==> src/logic/drive_mode_defines.svh <==
// constants for the drive mode sequencer: parameter addresses, resets, field codes
`ifndef DRIVE_MODE_DEFINES_SVH
`define DRIVE_MODE_DEFINES_SVH

// fieldbus parameter addresses
`define DIR_RELEASE_ADDR    16'h260a
`define OFFSET_RAMP_ADDR    16'h270c

// reset values and offset ramp write limits
`define DIR_RELEASE_RESET   16'h0003
`define OFFSET_RAMP_RESET   32'h0000_0258
`define OFFSET_RAMP_MIN     32'h0000_0001
`define OFFSET_RAMP_MAX     32'h7fff_ffff

// direction release codes
`define DIR_POSITIVE        16'h0001
`define DIR_NEGATIVE        16'h0002
`define DIR_BOTH            16'h0003

// operating state numbers reported outward
`define STATE_NUM_READY     4'h4
`define STATE_NUM_ON        4'h5
`define STATE_NUM_ENABLED   4'h6
`define STATE_NUM_FAULT     4'h9

// input function indices (factory order of the six inputs)
`define FN_ENABLE           3'h0
`define FN_FAULT_RESET      3'h1
`define FN_MODE_SWITCH      3'h2
`define FN_VEL_LIMIT        3'h3
`define FN_CUR_LIMIT        3'h4
`define FN_HALT             3'h5

`endif

==> src/logic/drive_mode_pkg.sv <==
// types shared by the drive mode sequencer
package drive_mode_pkg;

  // operating state machine, one-hot
  typedef enum logic [3:0] {
    st_ready   = 4'b0001,
    st_on      = 4'b0010,
    st_enabled = 4'b0100,
    st_fault   = 4'b1000
  } op_state_t;

  // operating modes selectable by the host
  typedef enum logic [1:0] {
    mode_none   = 2'h0,
    mode_torque = 2'h1,
    mode_gear   = 2'h2
  } mode_t;

  // gear processing methods
  typedef enum logic [1:0] {
    gear_pos_immediate   = 2'h1,
    gear_pos_compensated = 2'h2,
    gear_vel_sync        = 2'h3
  } gear_method_t;

endpackage : drive_mode_pkg

==> src/logic/drive_mode_sequencer.sv <==
// operating-mode sequencer: power stage states, mode start/stop, gear gating, i/o mapping
`timescale 1ns/1ps
`default_nettype none
`include "drive_mode_defines.svh"

module drive_mode_sequencer (
  input  wire logic                  mclk,
  input  wire logic                  rst_n,
  // parameter access port
  input  wire logic [15:0]           param_addr,
  input  wire logic [31:0]           param_wdata,
  input  wire logic                  param_wr,
  input  wire logic                  param_rd,
  output logic      [31:0]           param_rdata,
  output logic                       param_ack,
  output logic                       param_err,
  // digital input pins
  input  wire logic                  digital_input_zero,
  input  wire logic                  digital_input_one,
  input  wire logic                  digital_input_two,
  input  wire logic                  digital_input_three,
  input  wire logic                  digital_input_four,
  input  wire logic                  digital_input_five,
  // i/o reassignment
  input  wire logic                  map_override,
  input  wire logic [17:0]           input_map,
  input  wire logic [14:0]           output_map,
  // mode and gear selection
  input  wire drive_mode_pkg::mode_t mode_select,
  input  wire logic [1:0]            gear_method,
  // internal drive signals
  input  wire logic signed [15:0]    target_torque,
  input  wire logic signed [31:0]    gear_velocity_demand,
  input  wire logic                  offset_move_req,
  input  wire logic                  current_threshold_hit,
  input  wire logic                  motor_standstill,
  input  wire logic                  error_event,
  // status outputs
  output logic                       status_output_zero,
  output logic                       status_output_one,
  output logic                       status_output_two,
  output logic                       status_output_three,
  output logic                       status_output_four,
  // drive controls
  output logic      [3:0]            op_state_num,
  output drive_mode_pkg::mode_t      active_mode,
  output logic signed [15:0]         torque_command,
  output logic signed [31:0]         gear_velocity_out,
  output logic      [31:0]           offset_accel,
  output logic      [31:0]           offset_decel,
  output logic                       offset_move_start,
  output logic                       profile_reconfig_ok,
  output logic                       follow_err_mon_en,
  output logic                       vel_window_mon_en,
  output logic                       vel_limit_req,
  output logic                       cur_limit_req,
  output logic                       halt_req,
  output logic                       mode_switch_req
);

  ////////////////////////////////////////////////////////////////////////////////
  // declarations

  drive_mode_pkg::op_state_t state;
  drive_mode_pkg::op_state_t next_state;
  logic [5:0]  pin_meta;
  logic [5:0]  pin_sync;
  logic [5:0]  fn_level;
  logic [2:0]  fn_src [0:5];
  logic [2:0]  out_src [0:4];
  logic [4:0]  out_source;
  logic [4:0]  out_level;
  logic        fault_reset_prev;
  logic        fault_reset_edge;
  logic        error_latched;
  logic [15:0] gear_direction_release;
  logic [31:0] offset_ramp_rate;
  logic [31:0] ramp_applied;
  logic        stage_enabled;
  logic        pos_method;
  logic        vel_method;
  logic        gear_running;
  logic        wr_ramp_ok;
  logic        wr_dir_ok;

  ////////////////////////////////////////////////////////////////////////////////
  // pin synchronisers; the first stage feeds the second only

  always_ff @(posedge mclk) begin
    if (!rst_n) begin
      pin_meta <= 6'h00;
      pin_sync <= 6'h00;
    end else begin
      pin_meta <= {digital_input_five, digital_input_four, digital_input_three,
                   digital_input_two, digital_input_one, digital_input_zero};
      pin_sync <= pin_meta;
    end
  end

  ////////////////////////////////////////////////////////////////////////////////
  // input and output function routing

  // factory map is identity in every mode; the mode is kept as an argument so
  // a later mode-specific table slots in without touching the routing
  function automatic logic [2:0] default_in_src(input drive_mode_pkg::mode_t m,
                                                input int fn);
    default_in_src = 3'(fn);
    if (m == drive_mode_pkg::mode_none) begin
      default_in_src = 3'(fn);
    end
  endfunction : default_in_src

  genvar gi;
  generate
    // each function picks one synchronised pin
    for (gi = 0; gi < 6; gi++) begin : g_in
      assign fn_src[gi]   = map_override ? input_map[gi*3 +: 3]
                                         : default_in_src(mode_select, gi);
      assign fn_level[gi] = (fn_src[gi] < 3'h6) ? pin_sync[fn_src[gi]] : 1'b0;
    end
    // each status output picks one status source
    for (gi = 0; gi < 5; gi++) begin : g_out
      assign out_src[gi]   = map_override ? output_map[gi*3 +: 3] : 3'(gi);
      assign out_level[gi] = (out_src[gi] < 3'h5) ? out_source[out_src[gi]] : 1'b0;
    end
  endgenerate

  // status sources in factory output order
  always_comb begin
    out_source[0] = (state != drive_mode_pkg::st_fault);
    out_source[1] = (state == drive_mode_pkg::st_enabled);
    out_source[2] = current_threshold_hit;
    out_source[3] = motor_standstill;
    out_source[4] = error_latched;
  end

  // outputs registered so the pins never glitch on a map change
  always_ff @(posedge mclk) begin
    if (!rst_n) begin
      {status_output_four, status_output_three, status_output_two,
       status_output_one, status_output_zero} <= 5'h00;
    end else begin
      {status_output_four, status_output_three, status_output_two,
       status_output_one, status_output_zero} <= out_level;
    end
  end

  // pass-through function requests
  always_comb begin
    vel_limit_req   = fn_level[`FN_VEL_LIMIT];
    cur_limit_req   = fn_level[`FN_CUR_LIMIT];
    halt_req        = fn_level[`FN_HALT];
    mode_switch_req = fn_level[`FN_MODE_SWITCH];
  end

  ////////////////////////////////////////////////////////////////////////////////
  // fault latch and edge-triggered fault reset

  assign fault_reset_edge = fn_level[`FN_FAULT_RESET] & ~fault_reset_prev;

  // a new error in the reset cycle wins, so no error slips through unseen
  always_ff @(posedge mclk) begin
    if (!rst_n) begin
      fault_reset_prev <= 1'b0;
      error_latched    <= 1'b0;
    end else begin
      fault_reset_prev <= fn_level[`FN_FAULT_RESET];
      if (error_event) begin
        error_latched <= 1'b1;
      end else if (fault_reset_edge) begin
        error_latched <= 1'b0;
      end
    end
  end

  ////////////////////////////////////////////////////////////////////////////////
  // operating state machine

  always_comb begin
    next_state = state;
    case (state)
      drive_mode_pkg::st_ready: begin
        if (error_latched) next_state = drive_mode_pkg::st_fault;
        else if (fn_level[`FN_ENABLE]) next_state = drive_mode_pkg::st_on;
      end
      drive_mode_pkg::st_on: begin
        if (error_latched) next_state = drive_mode_pkg::st_fault;
        else if (fn_level[`FN_ENABLE]) next_state = drive_mode_pkg::st_enabled;
        else next_state = drive_mode_pkg::st_ready;
      end
      drive_mode_pkg::st_enabled: begin
        if (error_latched) next_state = drive_mode_pkg::st_fault;
        else if (!fn_level[`FN_ENABLE]) next_state = drive_mode_pkg::st_ready;
      end
      drive_mode_pkg::st_fault: begin
        if (!error_latched) next_state = drive_mode_pkg::st_ready;
      end
      default: next_state = drive_mode_pkg::st_ready;
    endcase
  end

  always_ff @(posedge mclk) begin
    if (!rst_n) begin
      state <= drive_mode_pkg::st_ready;
    end else begin
      state <= next_state;
    end
  end

  assign stage_enabled = (state == drive_mode_pkg::st_enabled);

  // reported state number
  always_ff @(posedge mclk) begin
    if (!rst_n) begin
      op_state_num <= `STATE_NUM_READY;
    end else begin
      case (next_state)
        drive_mode_pkg::st_on:      op_state_num <= `STATE_NUM_ON;
        drive_mode_pkg::st_enabled: op_state_num <= `STATE_NUM_ENABLED;
        drive_mode_pkg::st_fault:   op_state_num <= `STATE_NUM_FAULT;
        default:                    op_state_num <= `STATE_NUM_READY;
      endcase
    end
  end

  ////////////////////////////////////////////////////////////////////////////////
  // mode start and stop with the power stage; ramp taken over on enable

  // the host must pick the mode before enabling; later changes wait for the
  // next enable, since the mode is sampled only on that edge
  always_ff @(posedge mclk) begin
    if (!rst_n) begin
      active_mode  <= drive_mode_pkg::mode_none;
      ramp_applied <= `OFFSET_RAMP_RESET;
    end else if (next_state == drive_mode_pkg::st_enabled && !stage_enabled) begin
      active_mode  <= mode_select;
      ramp_applied <= offset_ramp_rate;
    end else if (next_state != drive_mode_pkg::st_enabled) begin
      active_mode  <= drive_mode_pkg::mode_none;
    end
  end

  assign offset_accel = ramp_applied;
  assign offset_decel = ramp_applied;

  ////////////////////////////////////////////////////////////////////////////////
  // gear method gating

  always_comb begin
    pos_method   = (gear_method == 2'(drive_mode_pkg::gear_pos_immediate)) ||
                   (gear_method == 2'(drive_mode_pkg::gear_pos_compensated));
    vel_method   = (gear_method == 2'(drive_mode_pkg::gear_vel_sync));
    gear_running = (active_mode == drive_mode_pkg::mode_gear);
    profile_reconfig_ok = gear_running & vel_method;
    follow_err_mon_en   = gear_running & pos_method;
    vel_window_mon_en   = gear_running & vel_method;
  end

  // offset move start, the request registered for one cycle and held while it stays high, position methods only
  always_ff @(posedge mclk) begin
    if (!rst_n) begin
      offset_move_start <= 1'b0;
    end else begin
      offset_move_start <= offset_move_req & gear_running & pos_method;
    end
  end

  ////////////////////////////////////////////////////////////////////////////////
  // motion outputs

  // the lock is combinational on the register so a new release acts at once
  always_ff @(posedge mclk) begin
    if (!rst_n) begin
      gear_velocity_out <= 32'sh0000_0000;
      torque_command    <= 16'sh0000;
    end else begin
      if (!gear_running) begin
        gear_velocity_out <= 32'sh0000_0000;
      end else if (gear_velocity_demand > 0 && !gear_direction_release[0]) begin
        gear_velocity_out <= 32'sh0000_0000;
      end else if (gear_velocity_demand < 0 && !gear_direction_release[1]) begin
        gear_velocity_out <= 32'sh0000_0000;
      end else begin
        gear_velocity_out <= gear_velocity_demand;
      end
      if (active_mode == drive_mode_pkg::mode_torque) begin
        torque_command <= target_torque;
      end else begin
        torque_command <= 16'sh0000;
      end
    end
  end

  ////////////////////////////////////////////////////////////////////////////////
  // parameter access

  always_comb begin
    wr_ramp_ok = !stage_enabled &&
                 param_wdata >= `OFFSET_RAMP_MIN && param_wdata <= `OFFSET_RAMP_MAX;
    wr_dir_ok  = param_wdata[15:0] == `DIR_POSITIVE ||
                 param_wdata[15:0] == `DIR_NEGATIVE ||
                 param_wdata[15:0] == `DIR_BOTH;
  end

  // register writes; rejected writes leave the value untouched
  always_ff @(posedge mclk) begin
    if (!rst_n) begin
      gear_direction_release <= `DIR_RELEASE_RESET;
      offset_ramp_rate       <= `OFFSET_RAMP_RESET;
    end else if (param_wr) begin
      if (param_addr == `OFFSET_RAMP_ADDR && wr_ramp_ok) begin
        offset_ramp_rate <= param_wdata;
      end else if (param_addr == `DIR_RELEASE_ADDR && wr_dir_ok) begin
        gear_direction_release <= param_wdata[15:0];
      end
    end
  end

  // one-cycle answer: ack for accepted, err for rejected or unmapped
  always_ff @(posedge mclk) begin
    if (!rst_n) begin
      param_ack   <= 1'b0;
      param_err   <= 1'b0;
      param_rdata <= 32'h0000_0000;
    end else begin
      param_ack <= 1'b0;
      param_err <= 1'b0;
      if (param_wr) begin
        if (param_addr == `OFFSET_RAMP_ADDR) begin
          param_ack <= wr_ramp_ok;
          param_err <= !wr_ramp_ok;
        end else if (param_addr == `DIR_RELEASE_ADDR) begin
          param_ack <= wr_dir_ok;
          param_err <= !wr_dir_ok;
        end else begin
          param_err <= 1'b1;
        end
      end else if (param_rd) begin
        if (param_addr == `OFFSET_RAMP_ADDR) begin
          param_rdata <= offset_ramp_rate;
          param_ack   <= 1'b1;
        end else if (param_addr == `DIR_RELEASE_ADDR) begin
          param_rdata <= {16'h0000, gear_direction_release};
          param_ack   <= 1'b1;
        end else begin
          param_rdata <= 32'h0000_0000;
          param_err   <= 1'b1;
        end
      end
    end
  end

endmodule : drive_mode_sequencer
`default_nettype wire

==> config.mk <==
export PLATFORM = sky130hd
export DESIGN_NAME = drive_mode_sequencer
export DESIGN_NICKNAME = d
export VERILOG_FILES = /design/src/logic/drive_mode_pkg.sv /design/src/logic/drive_mode_sequencer.sv
export VERILOG_INCLUDE_DIRS = /design/src /design/src/logic
export SDC_FILE = /design/constraint.sdc
export NUM_CORES = 1
export LEC_CHECK = 0
export ABC_AREA = 1
export BUFFER_PORTS_ARGS = -buffer_cell sky130_fd_sc_hd__buf_2
export CORE_MARGIN = 5
export CORE_UTILIZATION = 31
export CTS_CLUSTER_DIAMETER = 120
export DETAILED_ROUTE_END_ITERATION = 10
export GPL_TIMING_DRIVEN = 0
export HOLD_SLACK_MARGIN = 0.12
export PLACE_DENSITY = 0.63
export SLEW_MARGIN = 15
export SYNTH_ARGS = -nofsm -noshare
export SYNTH_HDL_FRONTEND = slang
export SYNTH_SLANG_ARGS = --single-unit
==> constraint.sdc <==
create_clock -name mclk -period 1.6 [get_ports mclk]
set_clock_uncertainty 0.1 [all_clocks]
set_input_delay 0.16 -clock mclk [delete_from_list [all_inputs] [get_ports mclk]]
set_output_delay 0.16 -clock mclk [all_outputs]
set_load 0.01 [all_outputs]
==> flow_metrics.py, run 1 <==
metrics = {
    "route": {
        "via_count": 8838,
        "drc_errors": 0,
        "ant_nets": 0,
        "vias_per_cell": 4.51,
        "drt-initial-drc-count": 497,
        "first_pass_iters": 4,
        "routed_wl_um": 30100,
        "wire_per_inst_um": 15.3,
    },
    "synth": {
        "syn_nets": 1287,
        "yosys.area.top_type": "dfxtp_1",
        "yosys-top-cells-area": "dfxtp_1 (47%), nand2_1 (11%), nor2_1 (10%), inv_1 (8.2%), a21oi_1 (3.4%)",
        "synthArstFlopShare": 0,
        "ys_types": 38,
        "ys_warn_count": 0,
        "syn_inst": 1138,
        "syn-mean-instance-area_sq_um": 7.15,
        "synth_edf_count": 0,
        "synth_top_area_frac": 0.472,
        "synth-seq-area-share": 0.472,
        "ys_ff_latch": 192,
        "syn_area_sq_um": 8140,
        "synthFlopType": "dfxtp_1",
    },
    "worst_setup_path": {
        "critPathArrivalTime_ns": 1.44,
        "cp-start-kind": "flop",
        "critPathKind": "flop to output port",
        "cp-end-kind": "output port",
        "crit_fanout": 4,
        "required_ns": 1.34,
    },
    "timing": {
        "tightest_slew_ns": 0.630,
        "fmax_ghz": 0.589,
        "finalCriticalPeriod_ns": 1.70,
        "finalWorstSetupSlack_ns": -0.0976,
        "fin_crit_sh": 1.06,
        "hold_ws_ns": 0.102,
        "setup_tns_ns": -2.42,
        "setup_viol": 37,
        "final_hold_viol_count": 0,
        "final_max_slew_viol_count": 0,
        "rsz0062_at_grt": "true",
        "slew_headroom": 0.580,
    },
    "cells_and_area": {
        "drive_above_1_share": 0.348,
        "final_cells": 1961,
        "final_area_sq_um": 12800,
        "area_growth_pct": 56.9,
        "final.fill_count": 2507,
        "finalNetCount": 1761,
        "utilization": 0.491,
    },
    "pwr": {
        "combPwrFrac": 0.115,
        "power.total_mw": 10.8,
        "peakVddDrop_mv": 0.690,
        "p_per_area_nw_per_um2": 844,
        "power.share.clock": 0.428,
        "p_sw_mw": 3.00,
        "swShare": 0.278,
        "p_int_mw": 7.79,
        "leakage_nw": 6.80,
        "seq_power_share": 0.457,
    },
    "placed_design": {
        "gp_congestion": 0.866,
        "pre_cts_ws_ns": -0.394,
        "placed_area_sq_um": 10100,
        "dpl.cell_count": 1784,
        "port-buffer-count": 311,
        "dp_hpwl_um": 21400,
    },
    "floorplan": {
        "dieHeight_um": 172,
        "core_area_sq_um": 26000,
        "die-area_sq_um": 29600,
        "die_w_um": 172,
        "ios": 313,
        "rows": 59,
        "initial_core_util": 0.313,
    },
    "clock_network": {
        "cts_buffers": 17,
        "htreeDepth": 4,
        "clock-sinks": 192,
        "cts_tree": "yes",
        "cts.path.max_buffers": 2,
        "clk_latency_ns": 0.43,
        "clkTransAtPathRegs_ns": 0.08,
        "clock-root-buffer": "clkbuf_16",
    },
    "global_route": {
        "track_usage": 0.190,
        "grt_max_degree": 23,
        "antenna_found_initial": 1,
        "grt_overflow": 0,
        "grt_pass1_vias": 8606,
        "grt_pass1_wl_um": 44200,
    },
    "min_path": {
        "hp-class": "input port to flop",
    },
    "outcome": {
        "status": "complete, but fails checks",
        "violations": "setup timing",
    },
    "run": {
        "cap_violations": 0,
    },
}
-- placed cells by master (no fill, tap or decap), drive strengths merged, types with 2 or more instances in the layout --
master | Yosys | routed
buf | 57 | 395
nand2 | 240 | 241
nor2 | 232 | 232
dfxtp | 192 | 192
inv | 179 | 186
dlygate4sd3 | 0 | 115
a21oi | 56 | 56
nand3 | 51 | 51
o21ai | 47 | 47
clkbuf | 24 | 42
o211ai | 23 | 23
nand4 | 19 | 19
clkinv | 1 | 7
a211oi | 3 | 3
a31oi | 2 | 2
or2 | 2 | 2
nor3 | 2 | 2
-- final cells by class --
class                      count  area [sq um]  area share
timing repair buffer         454          3080       0.241
sequential                   192          3870       0.303
clock buffer                  17           425      0.0333
buffer                        81           591      0.0463
tap                          335           419      0.0328
antenna                        1          2.50    0.000196
inverter                     180           681      0.0533
clock inverter                15           221      0.0173
multi-input combinational    686          3480       0.273
-- cells by family (layout without fill, tap and decap cells) --
group / after synthesis / in the layout / synth area share
AOI/OAI and AO/OA: 138 / 138 / 0.0955
adders and majority gates: 1 / 1 / 0.00154
buffers and inverters: 261 / 747 / 0.144
DFF: 192 / 192 / 0.472
other: 0 / 1 / 0
and+or+nand+nor: 546 / 547 / 0.287
-- registers in the layout, indices dropped and copies added (netlist names) --
signal                  flops
torque_command             16
param_err                   1
op_state_num                4
offset_accel               32
status_output_four          1
status_output_three         1
fault_reset_prev            1
offset_move_start           1
status_output_zero          1
pin_meta                    6
state                       4
param_rdata                32
gear_velocity_out          32
status_output_two           1
param_ack                   1
gear_direction_release     16
offset_ramp_rate           32
error_latched               1
pin_sync                    6
active_mode                 2
status_output_one           1
-- what timing repair did --
| item | 4_1_cts | 5_1_grt |
|---|---|---|
| endpoints found under the setup margin | 91 | 129 |
| hold buffers | 115 | 1 |
| pin swaps | 15 | 41 |
| setup buffers | 15 | 7 |
| resized for setup | 81 | 114 |
| cloned | 4 | 3 |
| endpoints found under the hold margin | 105 | 1 |
-- power groups by stage --
| stage | logic, mW | clock network, mW | registers [mW] |
|---|---|---|---|
| after global placement | 0.877 | 0 | 5.03 |
| after detailed placement | 0.888 | 0 | 5.03 |
| after floorplan | 0.414 | 0 | 5.05 |
| after CTS | 1.18 | 4.74 | 4.92 |
| after global routing | 1.36 | 4.89 | 4.94 |
| final | 1.24 | 4.61 | 4.93 |
-- layer usage --
layer,GRT usage,share of wire,vias up
met2,0.339,0.49,353
li1,-,-,4422
met4,0.0666,0.024,0
met1,0.228,0.41,4009
met3,0.0384,0.076,54
met5,0,0,-
-- synthesized netlist by cell type (2+ instances only) --
library cell / number
nand2_1: 235
nor2_1: 226
dfxtp_1: 192
inv_1: 177
a21oi_1: 56
o21ai_0: 46
nand3_1: 39
buf_4: 35
clkbuf_1: 24
o211ai_1: 23
nand4_1: 19
buf_2: 17
nand3_2: 11
buf_6: 5
a211oi_1: 3
nor2_4: 3
a31oi_1: 2
inv_2: 2
nand2_2: 2
nand2_4: 2
nor2_2: 2
-- final timing paths --
| check | from | endpoint | slack (ns) | cells past startpoint |
|---|---|---|---|---|
| max | pin_sync[1] | halt_req | -0.1 | 5 |
| min reg2reg | pin_meta[0] | pin_sync[0] | 0.31 | 2 |
| max reg2reg | pin_sync[2] | offset_accel[26] | -0.09 | 13 |
| min | rst_n | gear_velocity_out[31] | 0.10 | 5 |
-- worst max-delay path, stage by stage (launching register included) --
cell	delay [ns]
dfxtp_2	0.37
inv_2	0.05
o21ai_1	0.15
o211ai_1	0.11
a22oi_1	0.17
buf_2	0.17
(Power assumes the default switching activity.)
==> run 2: changes to the inputs <==
--- a/config.mk
+++ b/config.mk
@@ -10,7 +10,7 @@
 export BUFFER_PORTS_ARGS = -buffer_cell sky130_fd_sc_hd__buf_2
 export CORE_MARGIN = 5
 export CORE_UTILIZATION = 31
-export CTS_CLUSTER_DIAMETER = 120
+export CTS_CLUSTER_DIAMETER = 150
 export DETAILED_ROUTE_END_ITERATION = 10
 export GPL_TIMING_DRIVEN = 0
 export HOLD_SLACK_MARGIN = 0.12
==> constraint.sdc (replaced) <==
create_clock -name mclk -period 1.8 [get_ports mclk]
set_clock_uncertainty 0.1 [all_clocks]
set_input_delay 0.18 -clock mclk [delete_from_list [all_inputs] [get_ports mclk]]
set_output_delay 0.18 -clock mclk [all_outputs]
set_load 0.01 [all_outputs]
==> flow_metrics.py, run 2 (synthesis gave the netlist of run 1 again) <==
metrics = {
    "floorplan": {
        "initial_core_util": 0.313,
        "dieHeight_um": 172,
        "die-area_sq_um": 29600,
        "rows": 59,
        "ios": 313,
        "die_w_um": 172,
        "core_area_sq_um": 26000,
    },
    "timing": {
        "setup_tns_ns": -0.0170,
        "fmax_ghz": 0.550,
        "tightest_slew_ns": 0.717,
        "fin_crit_sh": 1.01,
        "slew_headroom": 0.522,
        "rsz0062_at_grt": "true",
        "hold_ws_ns": 0.163,
        "final_max_slew_viol_count": 0,
        "finalWorstSetupSlack_ns": -0.0170,
        "final_hold_viol_count": 0,
        "setup_viol": 1,
        "finalCriticalPeriod_ns": 1.82,
    },
    "route": {
        "via_count": 8547,
        "vias_per_cell": 4.41,
        "drt-initial-drc-count": 478,
        "wire_per_inst_um": 14.9,
        "routed_wl_um": 28900,
        "first_pass_iters": 5,
        "ant_nets": 0,
        "drc_errors": 0,
    },
    "cells_and_area": {
        "final_cell_mix": "buf_2 (315), nand2_1 (234), nor2_1 (215)",
        "multi_input_area_sq_um": 3170,
        "final_common_cell": "buf_2",
        "area_growth_pct": 48.8,
        "final.fill_count": 2543,
        "drive_above_1_share": 0.287,
        "seq_area_sq_um": 3850,
        "finalNetCount": 1738,
        "final_cells": 1938,
        "utilization": 0.466,
        "final_area_sq_um": 12100,
    },
    "global_route": {
        "grt_max_degree": 23,
        "grt_pass1_wl_um": 43100,
        "track_usage": 0.186,
        "grt_overflow": 0,
        "antenna_found_initial": 0,
        "grt_pass1_vias": 8292,
    },
    "clock_network": {
        "clkTransAtPathRegs_ns": 0.08,
        "cts_tree": "yes",
        "cts.path.max_buffers": 2,
        "htreeDepth": 4,
        "clock-root-buffer": "clkbuf_16",
        "clock-sinks": 192,
        "cts_buffers": 17,
        "clk_latency_ns": 0.44,
    },
    "run": {
        "cap_violations": 0,
    },
    "pwr": {
        "peakVddDrop_mv": 0.643,
        "power.total_mw": 9.50,
        "p_per_area_nw_per_um2": 785,
        "leakage_nw": 6.62,
    },
    "worst_setup_path": {
        "timing.rr.end": "offset_accel[22]",
        "r2r_cells": 11,
        "critPathKind": "flop to output port",
        "required_ns": 1.52,
        "cp-end-kind": "output port",
        "cp-start-kind": "flop",
        "crit_fanout": 5,
        "r2r_slack_ns": 0.12,
        "r2r_start": "pin_sync[2]",
        "critPathArrivalTime_ns": 1.54,
    },
    "placed_design": {
        "gp_congestion": 0.866,
        "dp_hpwl_um": 21400,
        "pre_cts_ws_ns": -0.214,
        "port-buffer-count": 311,
        "placed_area_sq_um": 10100,
        "dpl.cell_count": 1784,
    },
    "outcome": {
        "violations": "setup timing",
        "status": "complete, but fails checks",
    },
    "min_path": {
        "min_to": "offset_move_start",
        "hp-class": "input port to flop",
        "hold-path-cell-count": 6,
        "hold_start": "gear_method[0]",
    },
}
run 2: final cells by class:
type | instances | area share
diodes | 1 | 0.000207
plain buffers | 81 | 0.0445
clock buffers | 17 | 0.0351
clock inverters | 15 | 0.0183
inverters | 180 | 0.0558
multi-input cells | 685 | 0.262
flip-flops and latches | 192 | 0.318
well taps | 335 | 0.0346
repair buffers | 432 | 0.231
run 2: power by group:
group | leakage [nW] | switching [mW] | internal [mW] | total, mW
clock | 0.308 | 2.05 | 2.06 | 4.11
sequential | 1.56 | 0.0505 | 4.33 | 4.38
combinational | 4.76 | 0.527 | 0.487 | 1.01
run 2: worst max-delay path, stage by stage (launching register included):
cell	delay (ns)
dfxtp_1	0.36
a211oi_1	0.25
o21ai_0	0.13
o211ai_1	0.11
a22oi_1	0.10
buf_2	0.16
run 2: routing by layer:
layer  wire, um  vias to the layer above  global-route usage  part of all wire
li1           -                     4370                   -                 -
met4        481                        0              0.0547             0.017
met2      14300                      321               0.337              0.50
met5          0                        -                   0                 0
met3       2250                       31              0.0357             0.078
met1      11800                     3825               0.224              0.41
run 2: how the worst max path moves through the flow:
stage | from | to | depth (start not counted)
finish | pin_sync[0] | halt_req | 5
global route | pin_sync[1] | halt_req | 5
CTS | pin_sync[3] | vel_limit_req | 7
detailed placement | rst_n | status_output_zero | 5
global placement | rst_n | status_output_zero | 5
floorplan | map_override | vel_limit_req | 4
run 2: repair_timing:
item | 4_1_cts | 5_1_grt
gates cloned | 0 | 1
pin swaps | 0 | 16
buffers inserted | 0 | 9
setup endpoints to repair | 4 | 95
gates resized for setup | 8 | 49
hold buffers | 117 | 1
hold endpoints to repair | 105 | 1
